**src/spi_slave_pkg.sv**
```systemverilog
// constants, phase codes and pin groups for the serial slave packet engine
`default_nettype none
package spi_slave_pkg;

	// -------------------------------------------------------------
	// packet framing
	// -------------------------------------------------------------
	localparam int BYTE_W = 8;
	localparam int BIT_CNT_W = 4;
	localparam logic [3:0] BITS_PER_BYTE = 4'h8;
	localparam logic [3:0] BITS_OVER = 4'h9;
	localparam logic [3:0] BITS_NONE = 4'h0;
	localparam logic [3:0] BIT_STEP = 4'h1;
	localparam int CTL_BROADCAST_BIT = 7;
	localparam int CTL_READ_BIT = 6;
	localparam int CTL_RESERVED_BIT = 5;
	localparam int CID_W = 5;
	localparam logic [3:0] CID_FIRST_CNT = 4'h3;
	localparam logic [3:0] CID_LAST_CNT = 4'h7;
	localparam logic [4:0] CID_TARGET = 5'h00;
	localparam logic [7:0] READ_EMPTY = 8'h00;

	// -------------------------------------------------------------
	// software register port
	// -------------------------------------------------------------
	localparam int SW_ADDR_W = 4;
	localparam int SW_DATA_W = 32;
	localparam logic [3:0] SW_CTRL_OFS = 4'h0;
	localparam logic [3:0] SW_STATUS_OFS = 4'h4;
	localparam logic [3:0] SW_LAST_OFS = 4'h8;
	localparam int CTRL_ENABLE_BIT = 0;
	localparam logic CTRL_ENABLE_RESET = 1'b1;
	localparam logic [31:0] SW_READ_ZERO = 32'h0000_0000;
	localparam logic [7:0] COUNT_STEP = 8'h01;

	// -------------------------------------------------------------
	// packet phase, one-hot
	// -------------------------------------------------------------
	typedef enum logic [3:0]
	{
		PH_CONTROL = 4'b0001,
		PH_ADDRESS = 4'b0010,
		PH_DATA = 4'b0100,
		PH_LOST = 4'b1000
	} phase_e;

	// -------------------------------------------------------------
	// pin groups and register request
	// -------------------------------------------------------------
	typedef struct packed
	{
		logic sclk;
		logic select_n;
		logic serial_in;
	} spi_pins_in_s;

	typedef struct packed
	{
		logic serial_out;
		logic serial_out_oe;
		logic serial_in_forward;
	} spi_pins_out_s;

	typedef struct packed
	{
		logic write;
		logic [7:0] addr;
		logic [7:0] wdata;
	} reg_req_s;

endpackage
`default_nettype wire

```
**src/spi_slave_packet_engine.sv**
```systemverilog
// three-byte serial slave packet engine with daisy-chain forwarding
//
// Contract
// - packets are control byte, address byte, data byte, in that order
// - control bit 6 set means read, clear means write
// - broadcast flag has no effect on reads
// - write updates only the target, or every device when broadcast is set
// - forwarded chain position is decremented by one
// - second byte is the register address
// - third byte is write data in, or read data out
// - serial output driven only in the data byte of a read
// - bits are sampled on eight rising serial clock edges
// - select rising after eight bits advances the byte position
// - bit count other than zero or eight at select rise loses byte sync
// - serial clock rise with select high restarts the packet
// - after restart the next byte is a control byte
// - abandoned write leaves the register untouched
// - read of an unimplemented address returns zeros
// - chain position bits are reversed, lsb at control bit 4
// - device is target only when received position is zero
// - write to an unimplemented address updates nothing
// - all other bits pass to the forward output unchanged
`timescale 1ns/1ns
`default_nettype none
module spi_slave_packet_engine
(
	// clock and reset
	input wire logic core_clk_in,
	input wire logic rst_in,
	// serial pins
	input wire spi_slave_pkg::spi_pins_in_s pins_in,
	output spi_slave_pkg::spi_pins_out_s pins_out,
	// internal register file
	output spi_slave_pkg::reg_req_s reg_req_out,
	input wire logic [7:0] reg_rdata_in,
	input wire logic reg_hit_in,
	// software register port
	input wire logic [spi_slave_pkg::SW_ADDR_W-1:0] sw_addr_in,
	input wire logic [spi_slave_pkg::SW_DATA_W-1:0] sw_wdata_in,
	input wire logic sw_wr_in,
	input wire logic sw_rd_in,
	output logic [spi_slave_pkg::SW_DATA_W-1:0] sw_rdata_out
);
	import spi_slave_pkg::*;

	// -------------------------------------------------------------
	// pin synchronisers
	// -------------------------------------------------------------
	// first stage read only by second stage
	spi_pins_in_s meta;
	spi_pins_in_s pins_s;
	logic sclk_d;
	logic sel_d;
	logic sclk_rise;
	logic sclk_fall;
	logic sel_rise;

	always_ff @(posedge core_clk_in)
	begin
		if (rst_in)
		begin
			meta <= '{sclk: 1'b0, select_n: 1'b1, serial_in: 1'b0};
			pins_s <= '{sclk: 1'b0, select_n: 1'b1, serial_in: 1'b0};
			sclk_d <= 1'b0;
			sel_d <= 1'b1;
		end
		else
		begin
			meta <= pins_in;
			pins_s <= meta;
			sclk_d <= pins_s.sclk;
			sel_d <= pins_s.select_n;
		end
	end

	assign sclk_rise = pins_s.sclk & ~sclk_d;
	assign sclk_fall = ~pins_s.sclk & sclk_d;
	assign sel_rise = pins_s.select_n & ~sel_d;

	// -------------------------------------------------------------
	// software control
	// -------------------------------------------------------------
	logic enable;

	always_ff @(posedge core_clk_in)
	begin
		if (rst_in)
			enable <= CTRL_ENABLE_RESET;
		else if (sw_wr_in && sw_addr_in == SW_CTRL_OFS)
			enable <= sw_wdata_in[CTRL_ENABLE_BIT];
	end

	// -------------------------------------------------------------
	// packet phase and bit counting
	// -------------------------------------------------------------
	phase_e phase;
	logic [BIT_CNT_W-1:0] bit_cnt;
	logic [BYTE_W-1:0] rx_shift;
	logic [BYTE_W-1:0] ctl_byte;
	logic [BYTE_W-1:0] data_byte;
	logic byte_done;
	logic byte_bad;
	logic resync;
	logic shift_edge;
	logic is_read;
	logic is_target;
	logic [CID_W-1:0] chain_position_id;

	assign byte_done = sel_rise && bit_cnt == BITS_PER_BYTE;
	assign byte_bad = sel_rise && bit_cnt != BITS_PER_BYTE
		&& bit_cnt != BITS_NONE;
	assign resync = sclk_rise && pins_s.select_n;
	assign shift_edge = sclk_rise && !pins_s.select_n && phase != PH_LOST;

	// position lsb sits at control bit 4, msb at bit 0
	assign chain_position_id = {ctl_byte[0], ctl_byte[1], ctl_byte[2],
		ctl_byte[3], ctl_byte[4]};
	assign is_read = ctl_byte[CTL_READ_BIT];
	assign is_target = chain_position_id == CID_TARGET;

	always_ff @(posedge core_clk_in)
	begin
		if (rst_in || !enable)
			phase <= PH_CONTROL;
		else if (resync)
			phase <= PH_CONTROL;
		else if (byte_bad)
			phase <= PH_LOST;
		else if (byte_done)
		begin
			unique case (phase)
				PH_CONTROL: phase <= PH_ADDRESS;
				PH_ADDRESS: phase <= PH_DATA;
				PH_DATA: phase <= PH_CONTROL;
				PH_LOST: phase <= PH_LOST;
			endcase
		end
	end

	always_ff @(posedge core_clk_in)
	begin
		if (rst_in || !enable || resync || sel_rise)
			bit_cnt <= BITS_NONE;
		else if (shift_edge && bit_cnt != BITS_OVER)
			bit_cnt <= bit_cnt + BIT_STEP;
	end

	// msb arrives first
	always_ff @(posedge core_clk_in)
	begin
		if (rst_in)
			rx_shift <= '0;
		else if (shift_edge)
			rx_shift <= {rx_shift[BYTE_W-2:0], pins_s.serial_in};
	end

	// reserved bit 5 is held but never decoded
	always_ff @(posedge core_clk_in)
	begin
		if (rst_in)
			ctl_byte <= '0;
		else if (byte_done && phase == PH_CONTROL)
			ctl_byte <= rx_shift;
	end

	// -------------------------------------------------------------
	// register file access
	// -------------------------------------------------------------
	logic load_pending;
	logic write_ok;
	logic req_write;
	logic [BYTE_W-1:0] req_addr;
	logic [BYTE_W-1:0] req_wdata;

	// address in its own process, write and data share one; the port struct is only a view
	assign reg_req_out = '{write: req_write, addr: req_addr,
		wdata: req_wdata};

	// broadcast only counts for writes
	assign write_ok = !is_read
		&& (ctl_byte[CTL_BROADCAST_BIT] || is_target);

	always_ff @(posedge core_clk_in)
	begin
		if (rst_in)
			req_addr <= '0;
		else if (byte_done && phase == PH_ADDRESS)
			req_addr <= rx_shift;
	end

	// write only on a clean eighth-bit close of the data byte
	always_ff @(posedge core_clk_in)
	begin
		if (rst_in)
		begin
			req_write <= 1'b0;
			req_wdata <= '0;
		end
		else
		begin
			req_write <= enable && byte_done && !resync
				&& phase == PH_DATA && write_ok
				&& reg_hit_in;
			if (byte_done && phase == PH_DATA)
				req_wdata <= rx_shift;
		end
	end

	always_ff @(posedge core_clk_in)
	begin
		if (rst_in)
			load_pending <= 1'b0;
		else
			load_pending <= enable && byte_done && !resync
				&& phase == PH_ADDRESS;
	end

	always_ff @(posedge core_clk_in)
	begin
		if (rst_in)
			data_byte <= '0;
		else if (byte_done && phase == PH_DATA)
			data_byte <= rx_shift;
	end

	// -------------------------------------------------------------
	// read data return
	// -------------------------------------------------------------
	// address settles one cycle before the fetch; select high gap is far longer
	logic [BYTE_W-1:0] tx_shift;
	logic tx_bit;
	logic tx_enable;
	logic fwd_bit;

	assign pins_out = '{serial_out: tx_bit, serial_out_oe: tx_enable,
		serial_in_forward: fwd_bit};

	always_ff @(posedge core_clk_in)
	begin
		if (rst_in)
			tx_shift <= '0;
		else if (load_pending)
			tx_shift <= reg_hit_in ? reg_rdata_in : READ_EMPTY;
		else if (sclk_fall && phase == PH_DATA && !pins_s.select_n)
			tx_shift <= {tx_shift[BYTE_W-2:0], 1'b0};
	end

	always_ff @(posedge core_clk_in)
	begin
		if (rst_in)
		begin
			tx_bit <= 1'b0;
			tx_enable <= 1'b0;
		end
		else
		begin
			tx_bit <= tx_shift[BYTE_W-1];
			tx_enable <= enable && phase == PH_DATA
				&& is_read && is_target
				&& !pins_s.select_n;
		end
	end

	// -------------------------------------------------------------
	// daisy-chain forwarding
	// -------------------------------------------------------------
	// serial decrement: borrow ripples from position lsb upward
	logic borrow;
	logic cid_window;

	assign cid_window = enable && phase == PH_CONTROL && !pins_s.select_n
		&& bit_cnt >= CID_FIRST_CNT && bit_cnt <= CID_LAST_CNT;

	always_ff @(posedge core_clk_in)
	begin
		if (rst_in || resync || sel_rise)
			borrow <= 1'b1;
		else if (shift_edge && cid_window)
			borrow <= borrow & ~pins_s.serial_in;
	end

	// registered path adds a few core cycles of delay to the chain
	always_ff @(posedge core_clk_in)
	begin
		if (rst_in)
			fwd_bit <= 1'b0;
		else
			fwd_bit <= pins_s.serial_in
				^ (cid_window & borrow);
	end

	// -------------------------------------------------------------
	// status counters
	// -------------------------------------------------------------
	logic [7:0] packet_count;
	logic [7:0] lost_count;
	logic [7:0] resync_count;

	always_ff @(posedge core_clk_in)
	begin
		if (rst_in)
			packet_count <= '0;
		else if (enable && byte_done && !resync && phase == PH_DATA)
			packet_count <= packet_count + COUNT_STEP;
	end

	always_ff @(posedge core_clk_in)
	begin
		if (rst_in)
			lost_count <= '0;
		else if (enable && byte_bad && !resync && phase != PH_LOST)
			lost_count <= lost_count + COUNT_STEP;
	end

	always_ff @(posedge core_clk_in)
	begin
		if (rst_in)
			resync_count <= '0;
		else if (enable && resync)
			resync_count <= resync_count + COUNT_STEP;
	end

	// -------------------------------------------------------------
	// software read port
	// -------------------------------------------------------------
	always_ff @(posedge core_clk_in)
	begin
		if (rst_in)
			sw_rdata_out <= SW_READ_ZERO;
		else if (!sw_rd_in)
			sw_rdata_out <= SW_READ_ZERO;
		else
		begin
			unique case (sw_addr_in)
				SW_CTRL_OFS:
					sw_rdata_out <= {31'h0000_0000, enable};
				SW_STATUS_OFS:
					sw_rdata_out <= {4'h0, phase, resync_count,
						lost_count, packet_count};
				SW_LAST_OFS:
					sw_rdata_out <= {8'h00, ctl_byte, req_addr,
						data_byte};
				default:
					sw_rdata_out <= SW_READ_ZERO;
			endcase
		end
	end

endmodule
`default_nettype wire

```
**config.mk**
```make
export PLATFORM = sky130hd
export DESIGN_NAME = spi_slave_packet_engine
export DESIGN_NICKNAME = d
export VERILOG_FILES = /design/src/spi_slave_pkg.sv /design/src/spi_slave_packet_engine.sv
export SDC_FILE = /design/constraint.sdc
export NUM_CORES = 1
export LEC_CHECK = 0
export BUFFER_PORTS_ARGS = -buffer_cell sky130_fd_sc_hd__buf_2
export CORE_MARGIN = 8
export CORE_UTILIZATION = 29
export DETAILED_ROUTE_END_ITERATION = 7
export HOLD_SLACK_MARGIN = 0.02
export SLEW_MARGIN = 10
export SYNTH_ARGS = -nofsm -noshare
export SYNTH_HDL_FRONTEND = slang
export SYNTH_SLANG_ARGS = --single-unit
```
**constraint.sdc**
```tcl
create_clock -name core_clk_in -period 2.5 [get_ports core_clk_in]
set_input_delay 0.25 -clock core_clk_in [delete_from_list [all_inputs] [get_ports core_clk_in]]
set_output_delay 0.25 -clock core_clk_in [all_outputs]
set_load 0.02 [all_outputs]
```
# Word level (Yosys, flattened, before mapping)
# Cells that the tools add are included.
word_totals:
  out_inout_bits: 52
  register_bits: 119
  word_cells: 112
  input_bits: 52
op_classes:
  reduce_logical: 51
  n_eq_ne: 10
  mux: 7
  order_cmp: 2
  addsub: 4
  bitwise: 11
ops:
  columns: ["operator", "count"]
  rows:
  - ["one-hot mux 28 bit (3 select lines)", 1]
  - ["logical AND 1 bit", 33]
  - ["adder 8 x 1 -> 8 bit (second input constant)", 3]
  - ["two-way mux 8 bit", 3]
  - ["one-hot mux 4 bit (4 select lines)", 1]
  - ["equality test 4 bit (second input constant)", 3]
  - ["inequality test 4 bit (second input constant)", 3]
  - ["equality test 4 x 3 -> 1 bit (second input constant)", 2]
  - ["two-way mux 4 bit", 2]
  - ["logical OR 1 bit", 6]
  - ["AND 1 bit", 5]
  - ["logical NOT 5 bit", 1]
  - ["NOT 1 bit", 5]
  - ["adder 4 x 1 -> 4 bit (second input constant)", 1]
  - ["equality test 4 x 1 -> 1 bit (second input constant)", 1]
  - ["equality test 4 x 2 -> 1 bit (second input constant)", 1]
  - ["greater-or-equal comparator 4 x 2 -> 1 bit (second input constant)", 1]
  - ["less-or-equal comparator 4 x 3 -> 1 bit (second input constant)", 1]
  - ["logical NOT 1 bit", 4]
  - ["logical NOT 4 bit", 1]
  - ["nonzero test 2 bit", 2]
  - ["nonzero test 4 bit", 1]
  - ["OR reduction 2 bit", 2]
  - ["OR reduction 3 bit", 1]
  - ["bitwise XOR 1 bit", 1]

# Logic depth before layout (Yosys ltp)
# Gate-level depths: netlist of run 1.
logic_depth:
  word_depth: 8
  mapped_depth: 8

# Least setup slack after synthesis of run 1
# No wires, ideal clock.
synth_timing:
  path_type: "flip-flop to flip-flop"
  start: "register bit_cnt[0]"
  end: "register packet_count[2]"
  arrival_ns: 1.686
  setup_ns: 0.071
  path_stages_with_launch: 9
  required_time_ns: 2.429
  path_slack_ns: 0.744
  synth_period_minus_slack_ns: 1.756
  cell_sequence: "dfxtp_1 inv_1 ha_1 nor4bb_1 buf_4 nand3_1 buf_6 or4_1 a21oi_1"
synth_via:
  elab_chain_cells: 5
synth_lines:
  columns: ["element", "line", "source"]
  rows:
  - ["start: declaration", "spi_slave_packet_engine.sv:97", "logic [BIT_CNT_W-1:0] bit_cnt;"]
  - ["start signal: assignment", "spi_slave_packet_engine.sv:145", "bit_cnt <= bit_cnt + BIT_STEP;"]
  - ["equality test 4 bit", "spi_slave_packet_engine.sv:109", "assign byte_done = sel_rise && bit_cnt == BITS_PER_BYTE;"]
  - ["logical AND 1 bit", "spi_slave_packet_engine.sv:109", null]
  - ["logical AND 1 bit (3 in series)", "spi_slave_packet_engine.sv:303", "else if (enable && byte_done && !resync && phase == PH_DATA)"]
  - ["end signal: assignment", "spi_slave_packet_engine.sv:304", "packet_count <= packet_count + COUNT_STEP;"]
  - ["end: declaration", "spi_slave_packet_engine.sv:295", "logic [7:0] packet_count;"]
# Every way passes these cells.
# A chain may end at the register's enable or synchronous reset.

# Final worst setup path of run 1
layout_timing:
  start: "register pins_s[1] (netlist name)"
  end: "register packet_count[6]"
layout_via:
  elab_chain_cells: 5
  elab_cells_between_ends: 7
  cone_classes: "1 x bitwise; 6 x reduce/logical"
layout_lines:
  columns: ["element", "line", "source"]
  rows:
  - ["start: declaration", "spi_slave_packet_engine.sv:51", "spi_pins_in_s pins_s;"]
  - ["start signal: assignment", "spi_slave_packet_engine.sv:63", "pins_s <= '{sclk: 1'b0, select_n: 1'b1, serial_in: 1'b0};"]
  - ["start signal: assignment", "spi_slave_packet_engine.sv:70", "pins_s <= meta;"]
  - ["AND 1 bit", "spi_slave_packet_engine.sv:78", "assign sel_rise = pins_s.select_n & ~sel_d;"]
  - ["logical AND 1 bit", "spi_slave_packet_engine.sv:109", null]
  - ["logical AND 1 bit", "spi_slave_packet_engine.sv:303", null]
  - ["logical AND 1 bit * (2 in series)", "spi_slave_packet_engine.sv:303", null]
# Mark *: on every way between the ends. The rest lies on a longest branch, timed or not.

==> results of run 1 <==
==> registers in the layout (all words and copies together) (netlist names) <==
register      cells
sw_rdata_out     28
ctl_byte          8
data_byte         8
lost_count        8
packet_count      8
req_addr          8
resync_count      8
rx_shift          8
tx_shift          8
bit_cnt           4
phase             4
meta              3
pins_s            3
borrow            1
enable            1
fwd_bit           1
load_pending      1
req_write         1
sclk_d            1
sel_d             1
tx_bit            1
tx_enable         1
==> metrics by stage <==
stage          worst slack (ns)  instances  cell area, um^2  hold slack (ns)
6_report                  0.408        789             5810           0.0488
5_1_grt                   0.166        789             5810           0.0375
4_1_cts                   0.407        789             5810           0.0259
3_5_place_dp              0.420        756             5130            0.404
3_3_place_gp              0.477        756             5130            0.401
2_1_floorplan             0.744        503             4660            0.354
==> synthesized netlist by cell type, drive strengths merged (6+ instances only) <==
| library cell | count |
|---|---|
| a21oi | 27 |
| or3 | 9 |
| a22oi | 29 |
| nor2 | 74 |
| nor3 | 8 |
| buf | 22 |
| ha | 6 |
| dfxtp | 115 |
| a211oi | 6 |
| clkbuf | 18 |
| nor2b | 10 |
| or4 | 6 |
| inv | 9 |
| and3 | 7 |
| nand2 | 26 |
| nand3 | 23 |
| mux2i | 29 |
| nand4 | 6 |
| o21ai | 12 |
==> critical path: cells and delay by family (launching register included) <==
| kind | cells | cell delay [ns] |
|---|---|---|
| and+or+nand+nor | 3 | 1.38 |
| DFF | 1 | 0.50 |
| AOI/OAI and AO/OA | 1 | 0.14 |
==> final cells by class <==
cell class / instances / area [um^2]
clock buffers: 18 / 439
clock inverters: 14 / 226
inverters: 9 / 33.8
well taps: 216 / 270
fillers: 1615 / 9960
multi-input cells: 339 / 2120
flip-flops and latches: 115 / 2300
repair buffers: 78 / 418
==> cells by family after synthesis <==
kind of cell             share of synthesized area [%]
buffers and inverters                             5.30
XOR/XNOR                                          1.88
AO/OA/AOI/OAI                                     12.5
adder cells (fa/ha/maj)                           1.62
multiplexers                                      6.49
other                                           0.0807
AND/OR/NAND/NOR                                   22.6
flip-flops                                        49.5
==> timing repair <==
item / CTS / global route
endpoints found under the hold margin: 1 / 0
buffers inserted: 0 / 0
hold buffers: 1 / 0
gates resized for setup: 0 / 0
==> final timing paths <==
check | cells after the start | slack [ns] | end | start
max | 4 | 0.41 | packet_count[6]$_SDFFE_PP0P_ | pins_s[1]$_SDFF_PP1_
min | 2 | 0.05 | meta[2]$_SDFF_PP0_ | pins_in[2]
max reg2reg | 4 | 0.41 | packet_count[6]$_SDFFE_PP0P_ | pins_s[1]$_SDFF_PP1_
min reg2reg | 1 | 0.41 | pins_s[1]$_SDFF_PP1_ | meta[1]$_SDFF_PP1_
==> layer usage <==
layer | global-route usage (%) | vias up | wire length, um
li1 | - | 1881 | -
met3 | 4.03 | 22 | 616
met5 | 0 | - | 0
met2 | 19.7 | 85 | 5600
met1 | 12.9 | 1759 | 4970
met4 | 6.77 | 0 | 301
==> power by group through the flow <==
stage	clock [mW]	sequential, mW	combinational (mW)
6_report	2.71	1.85	0.0950
5_1_grt	2.85	1.85	0.105
4_1_cts	2.76	1.85	0.0955
3_5_place_dp	0	1.89	0.0942
3_3_place_gp	0	1.89	0.0925
2_1_floorplan	0	1.88	0.0661
==> cell usage in the layout, fill, tap and decap left out, types with 4 or more instances in the layout <==
cell,netlist,layout
dfxtp_1,115,115
nor2_1,74,74
buf_2,8,68
mux2i_1,29,29
a22oi_1,29,29
a21oi_1,27,27
nand2_1,26,26
nand3_1,21,21
clkbuf_16,0,17
o21ai_0,11,11
nor2b_1,10,10
inv_1,9,9
or3_1,9,9
buf_4,10,9
nor3_1,8,8
and3_1,7,7
or4_1,6,6
a211oi_1,6,6
ha_1,6,6
and2_1,5,5
xor2_1,5,5
xnor2_1,5,5
nand4_1,5,5
clkinv_4,0,5
bufinv_16,0,5
o31ai_1,4,4
conb_1,1,4
==> results.env, run 1 <==
DETAIL-ROUTE-ANTENNA-NETS=0
STATUS='finished, final reports clean'
GROUTE.USAGE.OVERALL_PCT=11.8
ANTENNA_VIOLATIONS_BEFORE_REPAIR=0
RSZ0062_AT_GRT='false'
POSTLAYOUTCOREUTIL_PCT=36.8
GRT_PASS1_WL_UM=18700
ROUTED_VIA_DENSITY=4.75
FINAL-HOLD-VIOLATION-COUNT=0
POST_SYNTH_NUM_CELL_TYPES=56
PROPORTION_OF_SYNTHESIZED_FLIP_FLOPS_HAVING_ASYNCHRONOUS_SET_OR_RESET_PCT=0
POST_SYNTH.CELL_AREA_AVG_UM2=9.29
FINAL_SETUP_VIOLATION_COUNT=0
POWER.CLOCK.FRACTION_PCT=58.2
STD_CELL_ROWS=46
WORST_PATH_LARGEST_CELL_DELAY_NS=0.50
NUMCTSBUFFERS=17
WORSTMARGINPINSLEW_NS=0.776
WORST-ENDPOINT-ARRIVAL_NS=2.44
ROUTED_WIRE_LENGTH_PER_INSTANCE_UM=14.6
CTS.REPORTEDPATHS.CLKPINSLEW_NS=0.06
SYNTHTOLAYOUTAREAGROWTH_PCT=25.0
FINISH.NET_COUNT=618
FP.COREAREA_UM2=15800
GRT_PASS1_VIAS=3842
SEQ_POWER_SHARE_PCT=39.7
GRT_START_MAX_NET_PINS=48
SYNTH-EDFF-COUNT=0
TIMING.CRITICAL_PATH.REQUIRED_NS=2.85
YOSYS_WARNINGS=0
YS_SEQ_ELEMENTS=115
CELLPOWERDENSITY_nW_PER_UM2=801
FINALCRITPERIODSHARE_PCT=83.7
CELL_BREAKDOWN_OF_THE_CRITICAL_PATH='nor4bb_1, nand4_2, or3_1, a21oi_1'
FINAL_LAYOUT_SIZE_SUFFIX_GT1_SHARE_PCT=20.8
FIRSTDRTPASSITERS=5
SYNTH-SEQ-AREA-SHARE_PCT=49.5
DETAILROUTE.VIA_COUNT=3747
ANTENNA_CELLS_INSERTED=0
POWER_LEAKAGE_nW=2.39
TIMING.CRITICAL_PATH.FANOUT_MAX=14
SYNTH_TOP_CELL_AREA_SHARE_PCT=49.5
INITIAL_CORE_UTIL_PCT=29.5
POWER_SWITCHING_SHARE_PCT=20.9
NETLIST_AREA_UM2=4650
CLOCK_LATENCY_NS=0.42
TOTAL_SWITCHING_POWER_mW=0.972
CAP_VIOLATIONS=0
NUMBER_OF_CLOCK_SINKS_SEEN_BY_CTS=115
CTSLONGESTPATHBUFFERS=2
PLACEMENT.IO_BUFFERS=68
GRT-OVFL-TOTAL=0
CTS_ROOT_BUF='clkbuf_16'
VDD_IR_DROP_MAX_uV=489
HOLD_PATH.CLASS='in -> reg'
DIEHEIGHT_UM=143
CRIT_TYPE='reg -> reg'
SYN_INST=500
SYNTHFLOPTYPE='dfxtp_1'
DIE_X_UM=143
SYNTH_TOP_AREA_CELL='dfxtp_1'
FMAX_MHz=478
MIN_TCLK_POST_ROUTE_NS=2.09
FINCLKSKEW_NS=0.0114
SLEW_HEADROOM_PCT=47.5
CTS.HTREE.LEVELS=4
FLOORPLAN.DIE_AREA_UM2=20300
DRT_ITER0_DRC=199
GP_ROUTABILITY_CONGESTION=0.811
IO_PINS=104
COMB_POWER_SHARE_PCT=2.0
END_KIND='flip-flop'
FIN_SETUP_TNS_NS=0
DETAIL_ROUTE.DRC_VIOLATIONS=0
CRIT_SLOWEST_CELL='dfxtp_1'
FINALPOWER_mW=4.65
CTS_TREE='built'
DRV_SLEW=0
POWER.INTERNAL_mW=3.68
DP.FINAL_HPWL_UM=8190
POST_SYNTH_MAIN_AREA_CONTRIBUTORS='dfxtp_1, mux2i_1, nor2_1, a22oi_1, a21oi_1'
WIRE_LENGTH_REPORTED_BY_THE_DETAILED_ROUTER_UM=11500
WORSTSETUPSTARTPOINTTYPE='flip-flop'
Power figures use the tool's default switching activity.
==> run 2, diff against run 1 <==
Settings changed: ABC_AREA set to 1.
Clock period 2.5 ns to 1.95 ns, I/O delays scaled along.
==> results.env, run 2 <==
CTS_ROOT_BUF='clkbuf_16'
IO_PINS=104
POWER.INTERNAL_mW=4.34
INITIAL_CORE_UTIL_PCT=29.2
DIEHEIGHT_UM=144
YS_SEQ_ELEMENTS=115
SEQ_POWER_SHARE_PCT=42.2
REG2REG_START='bit_cnt[0]$_SDFFE_PP0P_'
FLOORPLAN.DIE_AREA_UM2=20700
MOSTFREQUENTLAYOUTCELL='nand2_1'
ROUTED_VIA_DENSITY=4.46
SYNTH-SEQ-AREA-SHARE_PCT=48.4
POST_SYNTH_MAIN_AREA_CONTRIBUTORS='dfxtp_1, nand2_1, nor2_1, a21oi_1, nand3_1'
GP_ROUTABILITY_CONGESTION=0.850
CTS_TREE='built'
DETAILROUTE.VIA_COUNT=4266
STATUS='finished, final reports clean'
ROUTED_WIRE_LENGTH_PER_INSTANCE_UM=12.7
WIRE_LENGTH_REPORTED_BY_THE_DETAILED_ROUTER_UM=12100
SYNTHFLOPTYPE='dfxtp_1'
FINAL_SETUP_VIOLATION_COUNT=0
MIN_FROM='sw_wr_in'
FIN_WORST_HOLD_SLACK_NS=0.0340
WORST-ENDPOINT-ARRIVAL_NS=1.99
FINAL_LAYOUT_SIZE_SUFFIX_GT1_SHARE_PCT=18.2
ANTENNA_CELLS_INSERTED=0
DP.FINAL_HPWL_UM=8570
DIE_X_UM=144
COMB_POWER_SHARE_PCT=2.9
GROUTE.USAGE.OVERALL_PCT=12.7
END_KIND='flip-flop'
CP-STARTPOINT='bit_cnt[0]$_SDFFE_PP0P_'
HOLD_PATH.CLASS='in -> reg'
POST_SYNTH.CELL_AREA_AVG_UM2=7.37
POST_SYNTH_NUM_CELL_TYPES=31
MIN_TCLK_POST_ROUTE_NS=1.68
MULTI_INPUT_COMB_AREA_UM2=2070
FINISH.NET_COUNT=781
GRT-OVFL-TOTAL=0
NUMBER_OF_CLOCK_SINKS_SEEN_BY_CTS=115
SYNTH_TOP_CELL_AREA_SHARE_PCT=48.4
SYNTH.TOP_CELLS.BY_COUNT='nand2_1, dfxtp_1, nor2_1'
AREA.SEQUENTIAL_UM2=2300
CRIT_TYPE='reg -> reg'
PROPORTION_OF_SYNTHESIZED_FLIP_FLOPS_HAVING_ASYNCHRONOUS_SET_OR_RESET_PCT=0
CTS.REPORTEDPATHS.CLKPINSLEW_NS=0.06
CLOCK_LATENCY_NS=0.42
CELLPOWERDENSITY_nW_PER_UM2=943
POWER_SWITCHING_SHARE_PCT=22.9
POWER.CLOCK.FRACTION_PCT=54.9
SYNTH_TOP_AREA_CELL='dfxtp_1'
TIMING.CRITICAL_PATH.FANOUT_MAX=14
ANTENNA_VIOLATIONS_BEFORE_REPAIR=0
CTS.HTREE.LEVELS=4
GRT_START_MAX_NET_PINS=28
DETAIL_ROUTE.DRC_VIOLATIONS=0
CTSLONGESTPATHBUFFERS=2
RSZ0062_AT_GRT='false'
CAP_VIOLATIONS=0
FINAL-HOLD-VIOLATION-COUNT=0
PLACEMENT.IO_BUFFERS=68
GRT_PASS1_VIAS=4115
POWER_LEAKAGE_nW=2.42
LARGEST_REG_FLOPS=28
DRT_ITER0_DRC=261
WORSTSETUPSTARTPOINTTYPE='flip-flop'
GRT_PASS1_WL_UM=20400
TOTAL_SWITCHING_POWER_mW=1.29
REGISTERS.TOP_BY_FF_COUNT='sw_rdata_out'
SYN_INST=645
YOSYS_WARNINGS=0
VDD_IR_DROP_MAX_uV=654
FINAL.FILL_COUNT=1743
FINALCRITPERIODSHARE_PCT=86.2
FINALPOWER_mW=5.63
DRV_SLEW=0
FMAX_MHz=595
TIMING.CRITICAL_PATH.REQUIRED_NS=2.25
FP.COREAREA_UM2=16300
SYNTH.MOST_COMMON_CELL='nand2_1'
FIN_SETUP_TNS_NS=0
SYNTHTOLAYOUTAREAGROWTH_PCT=25.5
NETLIST_AREA_UM2=4750
FIRSTDRTPASSITERS=5
NUMCTSBUFFERS=17
DETAIL-ROUTE-ANTENNA-NETS=0
FINAL_CELL_MIX='nand2_1, dfxtp_1, nor2_1'
FINCLKSKEW_NS=0.00746
STD_CELL_ROWS=47
SYNTH-EDFF-COUNT=0
## run 2: cell count changes in the layout (fill, tap and decap cells not counted), moves of 17 or more
| cell | change |
|---|---|
| mux2i_1 | -29 |
| nand2_1 | +109 |
| nand3_1 | +27 |
| inv_1 | +44 |
| o21ai_0 | +30 |
| a21oi_1 | +35 |
| a22oi_1 | -29 |
| nor2_1 | +17 |
## run 2: power groups by stage
| stage | clock network, mW | registers [mW] | logic [mW] |
|---|---|---|---|
| after global placement | 0 | 2.43 | 0.156 |
| after floorplan | 0 | 2.42 | 0.107 |
| after CTS | 3.15 | 2.37 | 0.165 |
| after global routing | 3.27 | 2.38 | 0.186 |
| final | 3.09 | 2.38 | 0.164 |
| after detailed placement | 0 | 2.43 | 0.157 |
## run 2: worst paths after layout
| path | to | slack, ns | depth (start not counted) |
|---|---|---|---|
| worst max-delay path | ctl_byte[7]$_SDFFE_PP0P_ | 0.27 | 8 |
| worst min-delay path | enable$_SDFFE_PP1P_ | 0.03 | 3 |
| worst max register to register | ctl_byte[7]$_SDFFE_PP0P_ | 0.27 | 8 |
| worst min register to register | pins_s[0]$_SDFF_PP0_ | 0.40 | 2 |
## run 2: timing repair
item | in CTS | in global routing
buffers inserted | 0 | 0
hold endpoints to repair | 5 | 0
hold buffers | 5 | 0
gates resized for setup | 0 | 2
setup endpoints to repair | 0 | 1
## run 2: area by class of cell
class / count / area share, %
Clock buffer: 18 / 7.36
Clock inverter: 14 / 2.60
Inverter: 60 / 3.80
Multi-Input combinational cell: 443 / 34.7
Sequential cell: 115 / 38.6
Tap cell: 220 / 4.61
Timing Repair Buffer: 86 / 8.39
## run 2: cell families (layout without fill, tap and decap cells)
| logic type | Yosys count | after routing | share of synthesized area [%] |
|---|---|---|---|
| DFF | 115 | 115 | 48.4 |
| other | 1 | 4 | 0.0789 |
| AOI/OAI and AO/OA | 112 | 112 | 11.8 |
| and+or+nand+nor | 315 | 315 | 28.6 |
| xor gates and xnor gates | 6 | 6 | 1.11 |
| buffers and inverters | 90 | 178 | 8.42 |
| adders and majority gates | 6 | 6 | 1.58 |
## run 2: critical path, stage by stage (launching register included)
cell and delay [ns]:
dfxtp_1 0.34, inv_1 0.09, ha_1 0.14, nand2_1 0.10, nor2_2 0.20, buf_4 0.24, nand2_2 0.17, o21ai_0 0.21
a21oi_1 0.06
## run 2: stage by stage
stage | util, % | cells | cell area, um^2 | setup slack [ns]
after detailed placement | 32.6 | 919 | 5320 | 0.234
final | 36.6 | 956 | 5970 | 0.269
after global routing | 36.6 | 956 | 5970 | 0.0773
after CTS | 36.6 | 956 | 5960 | 0.219
after global placement | 32.6 | 919 | 5320 | 0.264
after floorplan | - | 648 | 4770 | 0.584
## run 2: per-layer routing
metal  part of all wire (%)  GRT usage, %  vias to the layer above
met5                      0             0                        -
met4                    1.5          5.15                        0
met3                    6.6          4.06                       16
met2                     44          19.7                      100
met1                     48          16.0                     1908
li1                       -             -                     2242
==> run 3, diff against run 2 <==
Settings changed: GPL_TIMING_DRIVEN set to 0.
==> results.env, run 3 (synthesis gave the netlist of run 2 again) <==
POST_DP_CELL_AREA_UM2=5370
GP_ROUTABILITY_CONGESTION=0.842
MIN_DELAY_PATH_DEPTH=3
GROUTE.USAGE.OVERALL_PCT=12.7
CELLPOWERDENSITY_nW_PER_UM2=916
TOTAL_SWITCHING_POWER_mW=1.20
MOSTFREQUENTLAYOUTCELL='nand2_1'
FINALCRITPERIODSHARE_PCT=87.4
ANTENNA_CELLS_INSERTED=0
TIMING.CRITICAL_PATH.REQUIRED_NS=2.24
CP-STARTPOINT='bit_cnt[0]$_SDFFE_PP0P_'
CTS.HTREE.LEVELS=4
WORSTSETUPSTARTPOINTTYPE='flip-flop'
CTS_RESIZED=0
VDD_IR_DROP_MAX_uV=699
ROUTED_VIA_DENSITY=4.45
FIRSTDRTPASSITERS=6
SEQ_POWER_SHARE_PCT=43.4
INITIAL_CORE_UTIL_PCT=29.2
END_KIND='flip-flop'
COMB_POWER_SHARE_PCT=3.1
CRIT_SLOWEST_CELL='dfxtp_1'
ANTENNA_VIOLATIONS_BEFORE_REPAIR=0
POWER.CLOCK.FRACTION_PCT=53.4
WORSTMARGINPINSLEW_NS=0.695
CTS_ROOT_BUF='clkbuf_16'
WL_MET2_UM=5570
REG2REG_START='bit_cnt[0]$_SDFFE_PP0P_'
DETAIL-ROUTE-ANTENNA-NETS=0
CAP_VIOLATIONS=0
WORST-R2R-SETUP-SLACK_NS=0.25
RR_WORST_DEPTH=7
WL_MET3_UM=787
TIMING.CRITICAL_PATH.FANOUT_MAX=10
IO_PINS=104
WORSTHOLDENDPOINT='enable$_SDFFE_PP1P_'
GRT_START_MAX_NET_PINS=17
FP.COREAREA_UM2=16300
RSZ0062_AT_GRT='false'
MIN_FROM='sw_wr_in'
CTSLONGESTPATHBUFFERS=2
FIN_SETUP_TNS_NS=0
STATUS='finished, final reports clean'
DRV_SLEW=0
REGISTERS.TOP_BY_FF_COUNT='sw_rdata_out'
GRT_PASS1_VIAS=4046
MIN_TCLK_POST_ROUTE_NS=1.70
FINISH.NET_COUNT=796
DRT_ITER0_DRC=256
FINAL.FILL_COUNT=1721
MET1_LENGTH_UM=6000
POWER.INTERNAL_mW=4.28
CRIT_TYPE='reg -> reg'
AREA.SEQUENTIAL_UM2=2300
CTS_TREE='built'
WORST-ENDPOINT-ARRIVAL_NS=1.99
DETAILROUTE.VIA_COUNT=4319
FLOORPLAN.DIE_AREA_UM2=20700
FINCLKSKEW_NS=0.0101
STD_CELL_ROWS=47
CELL_BREAKDOWN_OF_THE_CRITICAL_PATH='inv_1, ha_1, nand2_1, nor2_1, buf_4, nand3_1, a211oi_1'
WORST_PATH_LARGEST_CELL_DELAY_NS=0.34
CRITICAL-PATH-TOP-DELAY-FAMILY='simple AND/OR/NAND/NOR gates'
FMAX_MHz=587
CLOCK_LATENCY_NS=0.41
FINAL_SETUP_VIOLATION_COUNT=0
HOLD_PATH.CLASS='in -> reg'
WIRE_LENGTH_REPORTED_BY_THE_DETAILED_ROUTER_UM=12600
GRT-OVFL-TOTAL=0
GRT_PASS1_WL_UM=20300
HIGHEST_LAYER='met4'
NUMCTSBUFFERS=17
SYNTHTOLAYOUTAREAGROWTH_PCT=25.6
FINAL_CELL_MIX='nand2_1, dfxtp_1, nor2_1'
NUMBER_OF_CLOCK_SINKS_SEEN_BY_CTS=115
POWER_SWITCHING_SHARE_PCT=21.8
CRITICAL_PATH.N_BUFFERS_INVERTERS=2
FINAL_AREA_UM2=5970
LARGEST_REG_FLOPS=28
FINAL-HOLD-VIOLATION-COUNT=0
POWER_LEAKAGE_nW=2.45
REGTOREGENDPOINT='req_write$_SDFF_PP0_'
DIEHEIGHT_UM=144
DIE_X_UM=144
POSTCTSSETUPREPAIRBUFS=0
SLEW_HEADROOM_PCT=53.6
FINAL_LAYOUT_SIZE_SUFFIX_GT1_SHARE_PCT=17.7
ROUTED_WIRE_LENGTH_PER_INSTANCE_UM=12.9
CTS.REPORTEDPATHS.CLKPINSLEW_NS=0.06
MULTI_INPUT_COMB_AREA_UM2=2060
PLACEMENT.IO_BUFFERS=66
DETAIL_ROUTE.DRC_VIOLATIONS=0
DP.FINAL_HPWL_UM=8990
run 3: worst max path at each step:
| stage | to | depth (start not counted) |
|---|---|---|
| floorplan | req_addr[1]$_SDFFE_PP0P_ | 8 |
| global placement | sw_rdata_out[22]$_SDFF_PP0_ | 5 |
| detailed placement | sw_rdata_out[22]$_SDFF_PP0_ | 5 |
| CTS | req_write$_SDFF_PP0_ | 7 |
| global route | req_write$_SDFF_PP0_ | 7 |
| finish | req_write$_SDFF_PP0_ | 7 |
run 3: area by class of cell:
class                           count  share of cell area [%]
Sequential cell                   115                    38.6
Multi-Input combinational cell    443                    34.5
Clock buffer                       20                    7.31
Timing Repair Buffer               71                    6.37
Tap cell                          220                    4.61
Inverter                           60                    3.79
Buffer                             30                    2.91
Clock inverter                     11                    1.91
run 3: through the flow:
stage	power, mW	worst slack, ns	std cells	util [%]	hold slack [ns]
2_1_floorplan	2.53	0.584	648	-	0.299
4_1_cts	5.53	0.236	970	36.7	0.0305
5_1_grt	5.67	0.100	970	36.7	0.0640
6_report	5.47	0.246	970	36.7	0.0554
3_5_place_dp	2.59	0.197	934	33.0	0.393
3_3_place_gp	2.59	0.186	934	33.0	0.391
run 3: metal layers:
| layer | vias to the layer above | global-route usage, % |
|---|---|---|
| met1 | 1937 | 15.8 |
| met5 | - | 0 |
| li1 | 2260 | - |
| met4 | 0 | 4.81 |
| met2 | 106 | 19.8 |
| met3 | 16 | 4.29 |
run 3: what timing repair did:
action                                 in CTS  in global routing
hold buffers                                5                  0
endpoints found under the hold margin       5                  0
setup endpoints to repair                   0                  0
run 3: power groups by stage:
| stage | clock [mW] | sequential, mW | combinational (mW) |
|---|---|---|---|
| after floorplan | 0 | 2.42 | 0.107 |
| final | 2.92 | 2.38 | 0.172 |
| after global routing | 3.11 | 2.38 | 0.192 |
| after global placement | 0 | 2.43 | 0.162 |
| after detailed placement | 0 | 2.43 | 0.164 |
| after CTS | 2.98 | 2.38 | 0.173 |
run 3: worst min-delay path, stage by stage:
cell     delay (ns)
buf_2          0.09
nand3_1        0.07
nand3_1        0.08
